$ cat src/hdl/aosf_defines.svh
// Purpose: Offsets, field positions, reset values and timing counts
// Assumes: 200 MHz system clock, 32-bit AHB-Lite register bus
// Notes:   Each system owns one control and one status word
`ifndef AOSF_DEFINES_SVH
`define AOSF_DEFINES_SVH

// Register map, one block of words per system
`define AOSF_CTRL_OFS       8'h00
`define AOSF_STAT_OFS       8'h04
`define AOSF_SYS_STRIDE     8'h10
`define AOSF_MAP_TOP        8'h30

// Control word fields
`define AOSF_CTRL_START_BIT 0
`define AOSF_CTRL_HOLDN_BIT 1
`define AOSF_CTRL_RRW_BIT   2
`define AOSF_CTRL_SBK_BIT   3
`define AOSF_CTRL_STRB_BIT  4
`define AOSF_CTRL_MODE_LSB  5
`define AOSF_CTRL_RST       8'h02

// Status word fields
`define AOSF_STAT_MODE_LSB  8
`define AOSF_FLAGS_RST      8'h48

// Timing, times in milliseconds, clock in kilohertz
`define AOSF_CLK_KHZ        200000
`define AOSF_PWRUP_MS       4000
`define AOSF_RRW_HOLD_MS    500
`define AOSF_ESTOP_HOLD_MS  1000
`define AOSF_PWRUP_CYC      (`AOSF_PWRUP_MS * `AOSF_CLK_KHZ)
`define AOSF_RRW_HOLD_CYC   (`AOSF_RRW_HOLD_MS * `AOSF_CLK_KHZ)
`define AOSF_ESTOP_HOLD_CYC (`AOSF_ESTOP_HOLD_MS * `AOSF_CLK_KHZ)

`endif

$ cat src/hdl/aosf_pkg.sv
// Purpose: Types shared by the status flag block and its bench
// Assumes: Three systems at most
// Notes:   Struct layouts match the control and status words
package aosf_pkg;

	// Operating modes as software encodes them
	typedef enum logic [2:0] {
		AOSF_MODE_MEM,
		AOSF_MODE_MDI,
		AOSF_MODE_JOG,
		AOSF_MODE_HANDLE,
		AOSF_MODE_INCR,
		AOSF_MODE_RANDFEED,
		AOSF_MODE_REFRTN,
		AOSF_MODE_AUTOINIT
	} aosf_mode_t;

	// Automatic operation state
	typedef enum logic [1:0] {
		AOSF_ST_RESET,
		AOSF_ST_STOPPED,
		AOSF_ST_PAUSED,
		AOSF_ST_EXEC
	} aosf_state_t;

	// Controller commands, low byte of the control word
	typedef struct packed {
		aosf_mode_t mode;
		logic       strobe;
		logic       single_block_select;
		logic       reset_rewind_cmd;
		logic       pause_hold_n;
		logic       auto_start_cmd;
	} aosf_plc_t;

	// Events from the interpolator and servo side, same clock
	typedef struct packed {
		logic estop;
		logic servo_alarm;
		logic block_end;
		logic program_end;
		logic motion_start;
		logic motion_end;
		logic feed_end;
		logic index_end;
	} aosf_mach_t;

	// Flags, low byte of the status word
	typedef struct packed {
		logic smoothing_zero_flag;
		logic motion_done_flag;
		logic program_indexing_flag;
		logic random_feed_active;
		logic in_reset_flag;
		logic auto_paused_flag;
		logic auto_started_flag;
		logic auto_run_flag;
	} aosf_flags_t;

endpackage

$ cat src/hdl/aosf_core.sv
// Purpose: Automatic operation status flags for up to three systems
// Assumes: Machine events come from logic on hclk, no synchroniser
// Notes:   Software acting as sequence controller writes commands and
//          reads flags over AHB-Lite; zero wait state, always OKAY
`timescale 1ns/1ps
`default_nettype none
`include "aosf_defines.svh"

// Function
// - Mode indication waits for all-axis smoothing zero
// - Run flag set by start, held until reset
// - Reset: rewind command, emergency stop, servo alarm
// - Flags encode reset, stopped, paused, executing
// - Block-end halt enters stopped state
// - Mid-block suspension enters paused state
// - Started set by start, cleared by stops
// - Single block clears started after block end
// - Pause on hold off or manual mode
// - Pause ignores machine lock and M/S/T work
// - Start falling edge resumes when hold released
// - Paused cleared by any reset condition
// - In-reset held about four seconds after power
// - In-reset held after rewind command release
// - In-reset held after emergency or alarm clears
// - Strobe in random feed mode sets feed flag
// - Feed flag cleared by feed end or rewind
// - Indexing flag set by rewind in memory
// - Provide motion-complete flag for M ordering
// - Motion done set at power-up, end, reset
// - No motion done on suspension; works under lock
// - Smoothing zero only when no axis delay
module aosf_core
	import aosf_pkg::*;
#(
	parameter int unsigned NSYS       = 3,
	parameter int unsigned NAXES      = 8,
	parameter int unsigned PWRUP_CYC  = `AOSF_PWRUP_CYC,
	parameter int unsigned RRW_CYC    = `AOSF_RRW_HOLD_CYC,
	parameter int unsigned ESTOP_CYC  = `AOSF_ESTOP_HOLD_CYC
) (
	input  wire logic                        hclk,
	input  wire logic                        hresetn,
	input  wire logic                        hsel,
	input  wire logic [31:0]                 haddr,
	input  wire logic [1:0]                  htrans,
	input  wire logic                        hwrite,
	input  wire logic [2:0]                  hsize,
	input  wire logic [31:0]                 hwdata,
	input  wire logic                        hready,
	output logic                             hreadyout,
	output logic                             hresp,
	output logic [31:0]                      hrdata,
	input  wire aosf_mach_t [NSYS-1:0]       mach_evt,
	input  wire logic [NSYS-1:0][NAXES-1:0]  axis_accel_pending,
	output var aosf_flags_t [NSYS-1:0]       sys_flags,
	output var aosf_mode_t [NSYS-1:0]        mode_indicated
);

	// Automatic modes are memory and manual data input
	function automatic logic is_auto(input aosf_mode_t m);
		is_auto = (m == AOSF_MODE_MEM) || (m == AOSF_MODE_MDI);
	endfunction

	// Larger of two counts
	function automatic logic [31:0] max32(input logic [31:0] a,
		input logic [31:0] b);
		max32 = (a > b) ? a : b;
	endfunction

	// Word address within the map, or invalid
	function automatic logic map_hit(input logic [31:0] a);
		map_hit = (a[31:8] == 24'h00_0000) && (a[7:0] < `AOSF_MAP_TOP)
			&& (a[1:0] == 2'h0) && (a[3:2] < 2'h2);
	endfunction

	localparam logic [31:0] PWRUP_LD = 32'(PWRUP_CYC);
	localparam logic [31:0] RRW_LD   = 32'(RRW_CYC);
	localparam logic [31:0] ESTOP_LD = 32'(ESTOP_CYC);

	aosf_plc_t   [NSYS-1:0] ctrl_r;
	aosf_flags_t [NSYS-1:0] flags_r;
	aosf_mode_t  [NSYS-1:0] mode_r;

	// Bus address phase capture
	logic        wr_pend_r;
	logic [31:0] wr_addr_r;
	logic [31:0] hrdata_r;
	wire         addr_ph  = hsel && htrans[1] && hready;
	wire         rd_take  = addr_ph && !hwrite;
	wire         wr_take  = addr_ph && hwrite;
	wire  [1:0]  rd_sys   = haddr[5:4];
	wire         rd_stat  = haddr[2];
	wire  [1:0]  wr_sys   = wr_addr_r[5:4];
	wire         wr_ctrl  = wr_pend_r && map_hit(wr_addr_r) && !wr_addr_r[2];
	wire         rd_fwd   = wr_ctrl && (wr_addr_r[7:0] == haddr[7:0]);
	logic [31:0] rd_word;

	// Read mux; a read right behind a write to the same control word sees hwdata
	always_comb begin
		rd_word = 32'h0000_0000;
		if (!map_hit(haddr) || (32'(rd_sys) >= NSYS)) begin
			rd_word = 32'h0000_0000;
		end else if (rd_stat) begin
			rd_word = {21'h00_0000, mode_r[rd_sys], flags_r[rd_sys]};
		end else if (rd_fwd) begin
			rd_word = {24'h00_0000, hwdata[7:0]};
		end else begin
			rd_word = {24'h00_0000, ctrl_r[rd_sys]};
		end
	end

	assign hreadyout = 1'b1;
	assign hresp     = 1'b0;
	assign hrdata    = hrdata_r;
	assign sys_flags = flags_r;
	assign mode_indicated = mode_r;

	// Bus state: write address held into the data phase
	always_ff @(posedge hclk or negedge hresetn) begin
		if (!hresetn) begin
			wr_pend_r <= 1'b0;
			wr_addr_r <= 32'h0000_0000;
			hrdata_r  <= 32'h0000_0000;
		end else begin
			wr_pend_r <= wr_take;
			if (wr_take) begin
				wr_addr_r <= haddr;
			end
			if (rd_take) begin
				hrdata_r <= rd_word;
			end
		end
	end

	for (genvar s = 0; s < NSYS; s++) begin : g_sys
		// Each system sees only its own commands and events
		aosf_plc_t   plc;
		aosf_mach_t  ev;
		aosf_state_t st_r;
		aosf_state_t st_nxt;
		logic        start_q_r;
		logic        strobe_q_r;
		logic        rrw_q_r;
		logic [31:0] hold_cnt_r;
		logic [31:0] hold_cnt_nxt;
		aosf_flags_t flags_nxt;
		assign plc = ctrl_r[s];
		assign ev  = mach_evt[s];

		wire smooth_zero = ~|axis_accel_pending[s];
		wire estop_cause = ev.estop || ev.servo_alarm;
		wire rst_cond    = plc.reset_rewind_cmd || estop_cause;
		wire auto_md     = is_auto(mode_r[s]);
		wire start_rise  = plc.auto_start_cmd && !start_q_r;
		wire start_fall  = !plc.auto_start_cmd && start_q_r;
		wire strobe_rise = plc.strobe && !strobe_q_r;
		wire rrw_rise    = plc.reset_rewind_cmd && !rrw_q_r;
		wire ctrl_wr     = wr_ctrl && (wr_sys == 2'(s));

		// Automatic state; reset condition overrides everything else
		always_comb begin
			st_nxt = st_r;
			if (rst_cond) begin
				st_nxt = AOSF_ST_RESET;
			end else begin
				case (st_r)
					AOSF_ST_RESET, AOSF_ST_STOPPED: begin
						if (start_rise && auto_md) begin
							st_nxt = AOSF_ST_EXEC;
						end
					end
					AOSF_ST_EXEC: begin
						// Pausing is not gated by machine lock or M/S/T work
						if (!plc.pause_hold_n || !auto_md) begin
							st_nxt = AOSF_ST_PAUSED;
						end else if (ev.program_end) begin
							st_nxt = AOSF_ST_STOPPED;
						end else if (ev.block_end && plc.single_block_select) begin
							st_nxt = AOSF_ST_STOPPED;
						end
					end
					AOSF_ST_PAUSED: begin
						if (start_fall && plc.pause_hold_n && auto_md) begin
							st_nxt = AOSF_ST_EXEC;
						end
					end
					default: st_nxt = AOSF_ST_RESET;
				endcase
			end
		end

		// Hold-off count reloads while a cause stands, runs down after
		always_comb begin
			hold_cnt_nxt = (hold_cnt_r != 32'h0000_0000) ?
				hold_cnt_r - 32'h0000_0001 : 32'h0000_0000;
			if (plc.reset_rewind_cmd) begin
				hold_cnt_nxt = max32(hold_cnt_nxt, RRW_LD);
			end
			if (estop_cause) begin
				hold_cnt_nxt = max32(hold_cnt_nxt, ESTOP_LD);
			end
		end

		// Flag values; hardware sets take priority over clears
		always_comb begin
			flags_nxt = flags_r[s];
			flags_nxt.auto_run_flag     = (st_nxt != AOSF_ST_RESET);
			flags_nxt.auto_started_flag = (st_nxt == AOSF_ST_EXEC);
			flags_nxt.auto_paused_flag  = (st_nxt == AOSF_ST_PAUSED);
			flags_nxt.in_reset_flag     = rst_cond
				|| (hold_cnt_nxt != 32'h0000_0000);
			flags_nxt.smoothing_zero_flag = smooth_zero;
			if (strobe_rise && (mode_r[s] == AOSF_MODE_RANDFEED)) begin
				flags_nxt.random_feed_active = 1'b1;
			end else if (ev.feed_end || plc.reset_rewind_cmd) begin
				flags_nxt.random_feed_active = 1'b0;
			end
			if (rrw_rise && (mode_r[s] == AOSF_MODE_MEM)) begin
				flags_nxt.program_indexing_flag = 1'b1;
			end else if (ev.index_end) begin
				flags_nxt.program_indexing_flag = 1'b0;
			end
			// A finished motion or a reset condition sets it, never a held one
			if (ev.motion_end || rst_cond) begin
				flags_nxt.motion_done_flag = 1'b1;
			end else if (ev.motion_start) begin
				flags_nxt.motion_done_flag = 1'b0;
			end
		end

		// Control word written by software
		always_ff @(posedge hclk or negedge hresetn) begin
			if (!hresetn) begin
				ctrl_r[s] <= aosf_plc_t'(`AOSF_CTRL_RST);
			end else if (ctrl_wr) begin
				ctrl_r[s] <= aosf_plc_t'(hwdata[7:0]);
			end
		end

		// Mode switches over only once no axis carries a delay
		always_ff @(posedge hclk or negedge hresetn) begin
			if (!hresetn) begin
				mode_r[s] <= AOSF_MODE_MEM;
			end else if (smooth_zero) begin
				mode_r[s] <= plc.mode;
			end
		end

		// Previous command levels; they reset to the idle levels of the
		// control word so that no false edge follows reset
		always_ff @(posedge hclk or negedge hresetn) begin
			if (!hresetn) begin
				start_q_r  <= 1'b0;
				strobe_q_r <= 1'b0;
				rrw_q_r    <= 1'b0;
			end else begin
				start_q_r  <= plc.auto_start_cmd;
				strobe_q_r <= plc.strobe;
				rrw_q_r    <= plc.reset_rewind_cmd;
			end
		end

		// Automatic operation state
		always_ff @(posedge hclk or negedge hresetn) begin
			if (!hresetn) begin
				st_r <= AOSF_ST_RESET;
			end else begin
				st_r <= st_nxt;
			end
		end

		// Hold-off count starts full, so in-reset stands after power-up
		always_ff @(posedge hclk or negedge hresetn) begin
			if (!hresetn) begin
				hold_cnt_r <= PWRUP_LD;
			end else begin
				hold_cnt_r <= hold_cnt_nxt;
			end
		end

		// Flags; motion done starts set, as after initialisation
		always_ff @(posedge hclk or negedge hresetn) begin
			if (!hresetn) begin
				flags_r[s] <= aosf_flags_t'(`AOSF_FLAGS_RST);
			end else begin
				flags_r[s] <= flags_nxt;
			end
		end
	end

endmodule // aosf_core

`default_nettype wire

$ cat config.mk
export PLATFORM = sky130hd
export DESIGN_NAME = aosf_core
export DESIGN_NICKNAME = d
export VERILOG_FILES = /design/src/hdl/aosf_pkg.sv /design/src/hdl/aosf_core.sv
export VERILOG_INCLUDE_DIRS = /design/src /design/src/hdl
export SDC_FILE = /design/constraint.sdc
export NUM_CORES = 1
export LEC_CHECK = 0
export ABC_AREA = 1
export BUFFER_PORTS_ARGS = -buffer_cell sky130_fd_sc_hd__buf_2
export CAP_MARGIN = 10
export CORE_MARGIN = 5
export CORE_UTILIZATION = 29
export CTS_BUF_LIST = sky130_fd_sc_hd__clkbuf_4 sky130_fd_sc_hd__clkbuf_8
export CTS_CLUSTER_DIAMETER = 40
export DETAILED_ROUTE_END_ITERATION = 8
export GPL_TIMING_DRIVEN = 0
export PLACE_DENSITY = 0.47
export SLEW_MARGIN = 20
export SYNTH_ARGS = -nofsm -noshare
export SYNTH_HDL_FRONTEND = slang
export SYNTH_SLANG_ARGS = --single-unit
$ cat constraint.sdc
create_clock -name hclk -period 3.5 [get_ports hclk]
set_input_delay 0.7 -clock hclk [delete_from_list [all_inputs] [get_ports hclk]]
set_output_delay 0.7 -clock hclk [all_outputs]
set_load 0.01 [all_outputs]
Yosys cells after proc, flatten, opt, wreduce, memory -nomap -nowiden:

Index checks and enable logic that the tools add are counted.

* $add $sub $neg: 3
* multipliers: 0
* div/mod/pow operators: 0
* order comparisons: 12
* eq/ne operators: 24
* shift-type cells: 0
* muxes and demuxes: 63
* bitwise gates (word level): 0
* reduce and logical (&&, ||, !) cells: 127

Operator list (number)
* $mux 32: 17
* $reduce_bool 32->1: 6
* $gt 32x27->1 const B: 3
* $gt 32x28->1 const B: 3
* $sub 32x1->32 const B: 3
* $logic_not 24->1: 2
* $logic_and 1x1->1: 46
* $mux 2: 18
* $bmux 8 s2: 2
* $eq 2x2->1 const B: 13
* $logic_not 1->1: 24
* $mux 8: 3
* $reduce_bool 2->1: 12
* $reduce_or 8->1: 3
* $logic_or 1x1->1: 22
* $mux 1: 18
* $pmux 2 s3: 3
* $lt 8x6->1 const B: 2
* $logic_not 2->1: 6
* $eq 3x1->1 const B: 3
* $eq 3x3->1 const B: 3
* $logic_not 3->1: 3
* $eq 2x1->1 const B: 4
* $eq 8x8->1: 1
* 6 further kinds: 9

* flip-flop bits (word level): 233
* bits in latches: 0
* memory bits (writable): 0
* bits in read-only memories: 0
* output and inout bits: 67
* logic and storage cells: 292
* memories kept: 0

Depth between registers and ports, before layout:

* depth after elaboration: 10
* gate-level depth with buffers: 31
* mapped depth without buffers: 30

Worst setup path before layout:

Ideal clock, no wire load.

* kind: flip-flop to flip-flop
* from: register g_sys[2].hold_cnt_r[0]
* to: register g_sys[2].hold_cnt_r[15]
* library setup time: 0.120 ns
* arrival: 3.018 ns
* required time: 3.380 ns
* path slack: 0.362 ns
* stages on the path, launching flop included: 30
* path buffers: 2
* clock period less this slack: 3.138 ns
* cells stage by stage: dfrtp_1 > inv_1 > ha_1 > nand2_1 > nor2_1 > inv_1 > nor2_2 > nand3_1 > nor2_1 > buf_4 > nor2_1 > nand2_1 > nand3_1 > nor2_1 > nand2_1 > nor2_1 > nand2_1 > nand2_1 > nand2_2 > nand2_4 > nand2_1 > inv_1 > nand2_1 > nor2_1 > nand3_1 > nand2_1 > nand2_2 > nand2_2 > buf_4 > nand2_1

* cells in the longest elaborated chain, start to end: 8

RTL lines
* from (decl): RTL line aosf_core.sv:144 `logic [31:0] hold_cnt_r;`
* from (signal assigned): RTL line aosf_core.sv:277 `hold_cnt_r <= hold_cnt_nxt;`
* $sub 32x1->32 / $reduce_bool 32->1 (equally long branches): RTL line aosf_core.sv:195, aosf_core.sv:194
* $mux 32 (*): RTL line aosf_core.sv:194 `hold_cnt_nxt = (hold_cnt_r != 32'h0000_0000) ?`
* $gt 32x27->1: RTL line aosf_core.sv:67 `max32 = (a > b) ? a : b;`
* $mux 32: RTL line aosf_core.sv:67
* $mux 32 (*): RTL line aosf_core.sv:196 `if (plc.reset_rewind_cmd) begin`
* $gt 32x28->1: RTL line aosf_core.sv:67
* $mux 32: RTL line aosf_core.sv:67
* $mux 32 (*): RTL line aosf_core.sv:199 `if (estop_cause) begin`
* via g_sys[2].hold_cnt_nxt[15]: RTL line aosf_core.sv:145 `logic [31:0] hold_cnt_nxt;`

Mark *: on every way through the listed nets, which the timed path passes. The rest lies on a longest branch.
A chain may end at the register's enable or synchronous reset.

==> flow_metrics.py <==
metrics = {
    "timing": {
        "fin_ws_ns": -0.0647,
        "whs_ns": 0.213,
        "max_freq_mhz": 281,
        "layout_min_cycle_time_ns": 3.56,
        "grt_setup_unrepaired": "true",
        "slew-limit-headroom": 0.499,
        "worstMarginPinSlew_ns": 0.751,
        "maxSlewViolCount": 0,
        "fin_crit_sh": 1.02,
        "fin_skew_ns": 0.0354,
        "hold_viol": 0,
        "setup_viol": 3,
    },
    "clock_network": {
        "cts_buffers": 52,
        "root_buffer": "clkbuf_8",
        "cts_tree": "yes",
        "htree_levels": 2,
        "clk_latency_ns": 0.64,
        "clock_path_buffers": 3,
        "path_clk_slew_ns": 0.06,
        "cts_sinks": 212,
    },
    "logic_synthesis": {
        "synth.cell_area_sq_um": 13300,
        "synthArstFlopShare": 1.00,
        "ys_ff_latch": 212,
        "ys_seq_area_frac": 0.404,
        "ys.flop_type": "dfrtp_1",
        "post_synth_num_cell_types": 61,
        "synth_edf_count": 0,
        "yosysMostFrequentCell": "nand2_1",
        "postSynthAreaPerCell_sq_um": 7.10,
        "postSynthCellCount": 1868,
        "synth_top_cell_by_area": "dfrtp_1",
        "netlist_top_cells_count": "nand2_1 (392), nor2_1 (299), inv_1 (265), dfrtp_1 (167), o21ai_0 (118)",
        "yosysWarnings": 0,
        "synth_area_leaders": "dfrtp_1 (32%), nand2_1 (11%), dfstp_2 (8.9%), nor2_1 (8.5%), inv_1 (7.5%)",
        "synth_top_area_frac": 0.315,
    },
    "worst_setup_path": {
        "arrival_ns": 4.10,
        "critPathSlowestCell": "dfrtp_1",
        "cp-startpoint": "g_sys[0].hold_cnt_r[0]$_DFF_PN0_",
        "cp_data_required_time_ns": 4.04,
        "reg2reg_from": "g_sys[0].hold_cnt_r[0]$_DFF_PN0_",
        "critPathKind": "register to register",
        "crit_top_cell": "nand2_4",
        "crit_path_max_incr_delay_ns": 0.41,
        "critPathCaptureType": "register",
        "cp-start-kind": "register",
        "worstPathMaxFanout": 7,
    },
    "worst_hold_path": {
        "min_path_type": "primary input to register",
        "worstHoldStart": "mach_evt[3]",
    },
    "drt": {
        "drt_iter0_drc": 804,
        "first_pass_iters": 5,
        "routed-via-count": 13600,
        "routed_via_density": 4.77,
        "routed_wl_mm": 47.8,
        "ant_nets": 0,
        "wl_per_cell_um": 16.7,
        "route.detailed.drc": 0,
    },
    "finish": {
        "syn_to_final_growth_pct": 41.4,
        "nNetsFinal": 2343,
        "multi_input_comb_area_sq_um": 7830,
        "final.fill_count": 4721,
        "stdcell_count": 2862,
        "regArea_sq_um": 5370,
        "layout-drive-gt1-share": 0.347,
        "antenna_cells": 0,
    },
    "global_routing": {
        "grt_pass1_vias": 13800,
        "grt_antenna_before_repair": 4,
        "grtUsageTotal": 0.183,
        "grt_max_degree": 91,
        "grt_pass1_wl_mm": 74.1,
        "grt-ovfl-total": 0,
    },
    "place": {
        "hpwlAfterDp_mm": 35.0,
        "gp_congestion": 0.942,
        "placed_cells": 2627,
        "portBuffers": 136,
    },
    "die": {
        "fp.dieW_um": 224,
        "die_area_sq_um": 50100,
        "core.rowCount": 78,
        "die_h_um": 224,
        "start_util": 0.293,
        "io_pins": 189,
        "core-area_sq_um": 45300,
    },
    "power_and_ir_drop": {
        "peakVddDrop_v": 0.000326,
        "total_power_w": 0.00731,
        "power_density_nw_per_um2": 390,
        "leakagePower_nw": 9.11,
    },
    "run_status": {
        "violations": "setup timing",
        "status": "finished with violations",
    },
    "flow_run": {
        "cap_violations": 0,
    },
}
-- cells in the final DEF, fill, tap and decap left out, drive strengths merged, types with 2 or more instances in the layout --
cell	synthesis	final
ha	3	3
o2111ai	3	3
xor2	37	37
clkbuf	29	97
nor4	28	28
clkinv	4	13
nor3b	6	6
inv	272	273
o32ai	3	3
conb	2	23
a21boi	10	10
a211oi	14	14
xnor2	8	8
nand2	409	409
o21bai	4	4
a22oi	4	4
nand3b	4	4
bufinv	0	10
or2	15	15
nor2	314	314
and2	4	4
clkinvlp	0	10
nand4	47	47
dfstp	45	45
buf	41	315
a21oi	70	70
dfrtp	167	167
o41ai	3	3
a31oi	8	8
nand3	119	119
nor3	50	50
o21a	2	2
o31ai	16	16
o21ai	119	119
-- routing by layer --
| layer | track usage | vias to the layer above | part of all wire |
|---|---|---|---|
| met4 | 0.0648 | 8 | 0.030 |
| met3 | 0.0440 | 99 | 0.056 |
| met2 | 0.312 | 332 | 0.48 |
| met1 | 0.227 | 6480 | 0.43 |
| met5 | 0 | - | 0.0011 |
| li1 | - | 6721 | - |
-- where the power goes --
part | total, W | internal, W | leakage, nW | switching, W
Clock | 0.00381 | 0.00245 | 0.661 | 0.00135
Combinational | 0.000755 | 0.000291 | 6.05 | 0.000464
Sequential | 0.00275 | 0.00260 | 2.40 | 0.000146
Total | 0.00731 | 0.00534 | 9.11 | 0.00196
-- path summary, 6_finish.rpt --
| path | end | slack, ns | depth (start not counted) |
|---|---|---|---|
| worst max-delay path | sys_flags[3]$_DFF_PN1_ | -0.06 | 28 |
| worst min-delay path | sys_flags[6]$_DFFE_PN1P_ | 0.21 | 2 |
| worst min register to register | sys_flags[12]$_DFFE_PN0P_ | 0.44 | 1 |
| min in group asynchronous | g_sys[0].hold_cnt_r[30]$_DFF_PN0_ | 0.58 | 2 |
| max in group asynchronous | g_sys[0].hold_cnt_r[2]$_DFF_PN0_ | 2.09 | 3 |
| worst max register to register | sys_flags[3]$_DFF_PN1_ | -0.06 | 28 |
-- area by class of cell --
class,count,area share
multi-input combinational,1331,0.418
sequential,212,0.287
timing repair buffer,275,0.101
inverter,276,0.0558
clock buffer,68,0.0483
tap,600,0.0400
buffer,70,0.0271
clock inverter,30,0.0235
-- kinds of logic after synthesis --
family / count (synthesis) / synth area share
AND/OR/NAND/NOR: 1000 / 0.336
AO/OA/AOI/OAI: 260 / 0.114
flip-flops: 212 / 0.404
XOR/XNOR: 45 / 0.0297
buffers and inverters: 346 / 0.112
adder cells (fa/ha/maj): 3 / 0.00283
other: 2 / 0.000566
-- critical path, delay by kind of cell, from the launching register on --
kind | cells | cell delay, ns
fa+ha+maj | 1 | 0.18
buf+inv | 6 | 0.80
compound gates | 1 | 0.03
flops | 1 | 0.41
simple gates | 20 | 2.01
-- flip-flops by register name (all words and copies together) (netlist names), 6 cells and up --
name / flops
wr_addr_r: 32
g_sys.hold_cnt_r: 96
hrdata: 11
sys_flags: 24
mode_indicated: 9
g_sys.st_r: 6
ctrl_r: 24
-- what timing repair did --
action / 4_1_cts / 5_1_grt
hold endpoints to repair: 24 / 0
pin swaps: 93 / 105
cloned: 8 / 2
setup endpoints to repair: 87 / 87
hold buffers: 1 / 0
setup buffers: 78 / 48
gates resized for setup: 221 / 192
-- per-stage QoR --
step                worst slack [ns]  setup TNS [ns]   util  instance area, sq um
floorplan                      0.362               0      -                 13300
global placement               -2.27         -455.87  0.326                 14800
detailed placement            -0.924          -41.66  0.328                 14800
CTS                          -0.0577          -0.155  0.391                 17700
global route                  -0.245          -10.85  0.414                 18700
finish                       -0.0647         -0.0971  0.414                 18700
Note: power is estimated with default switching activity, not from simulation.
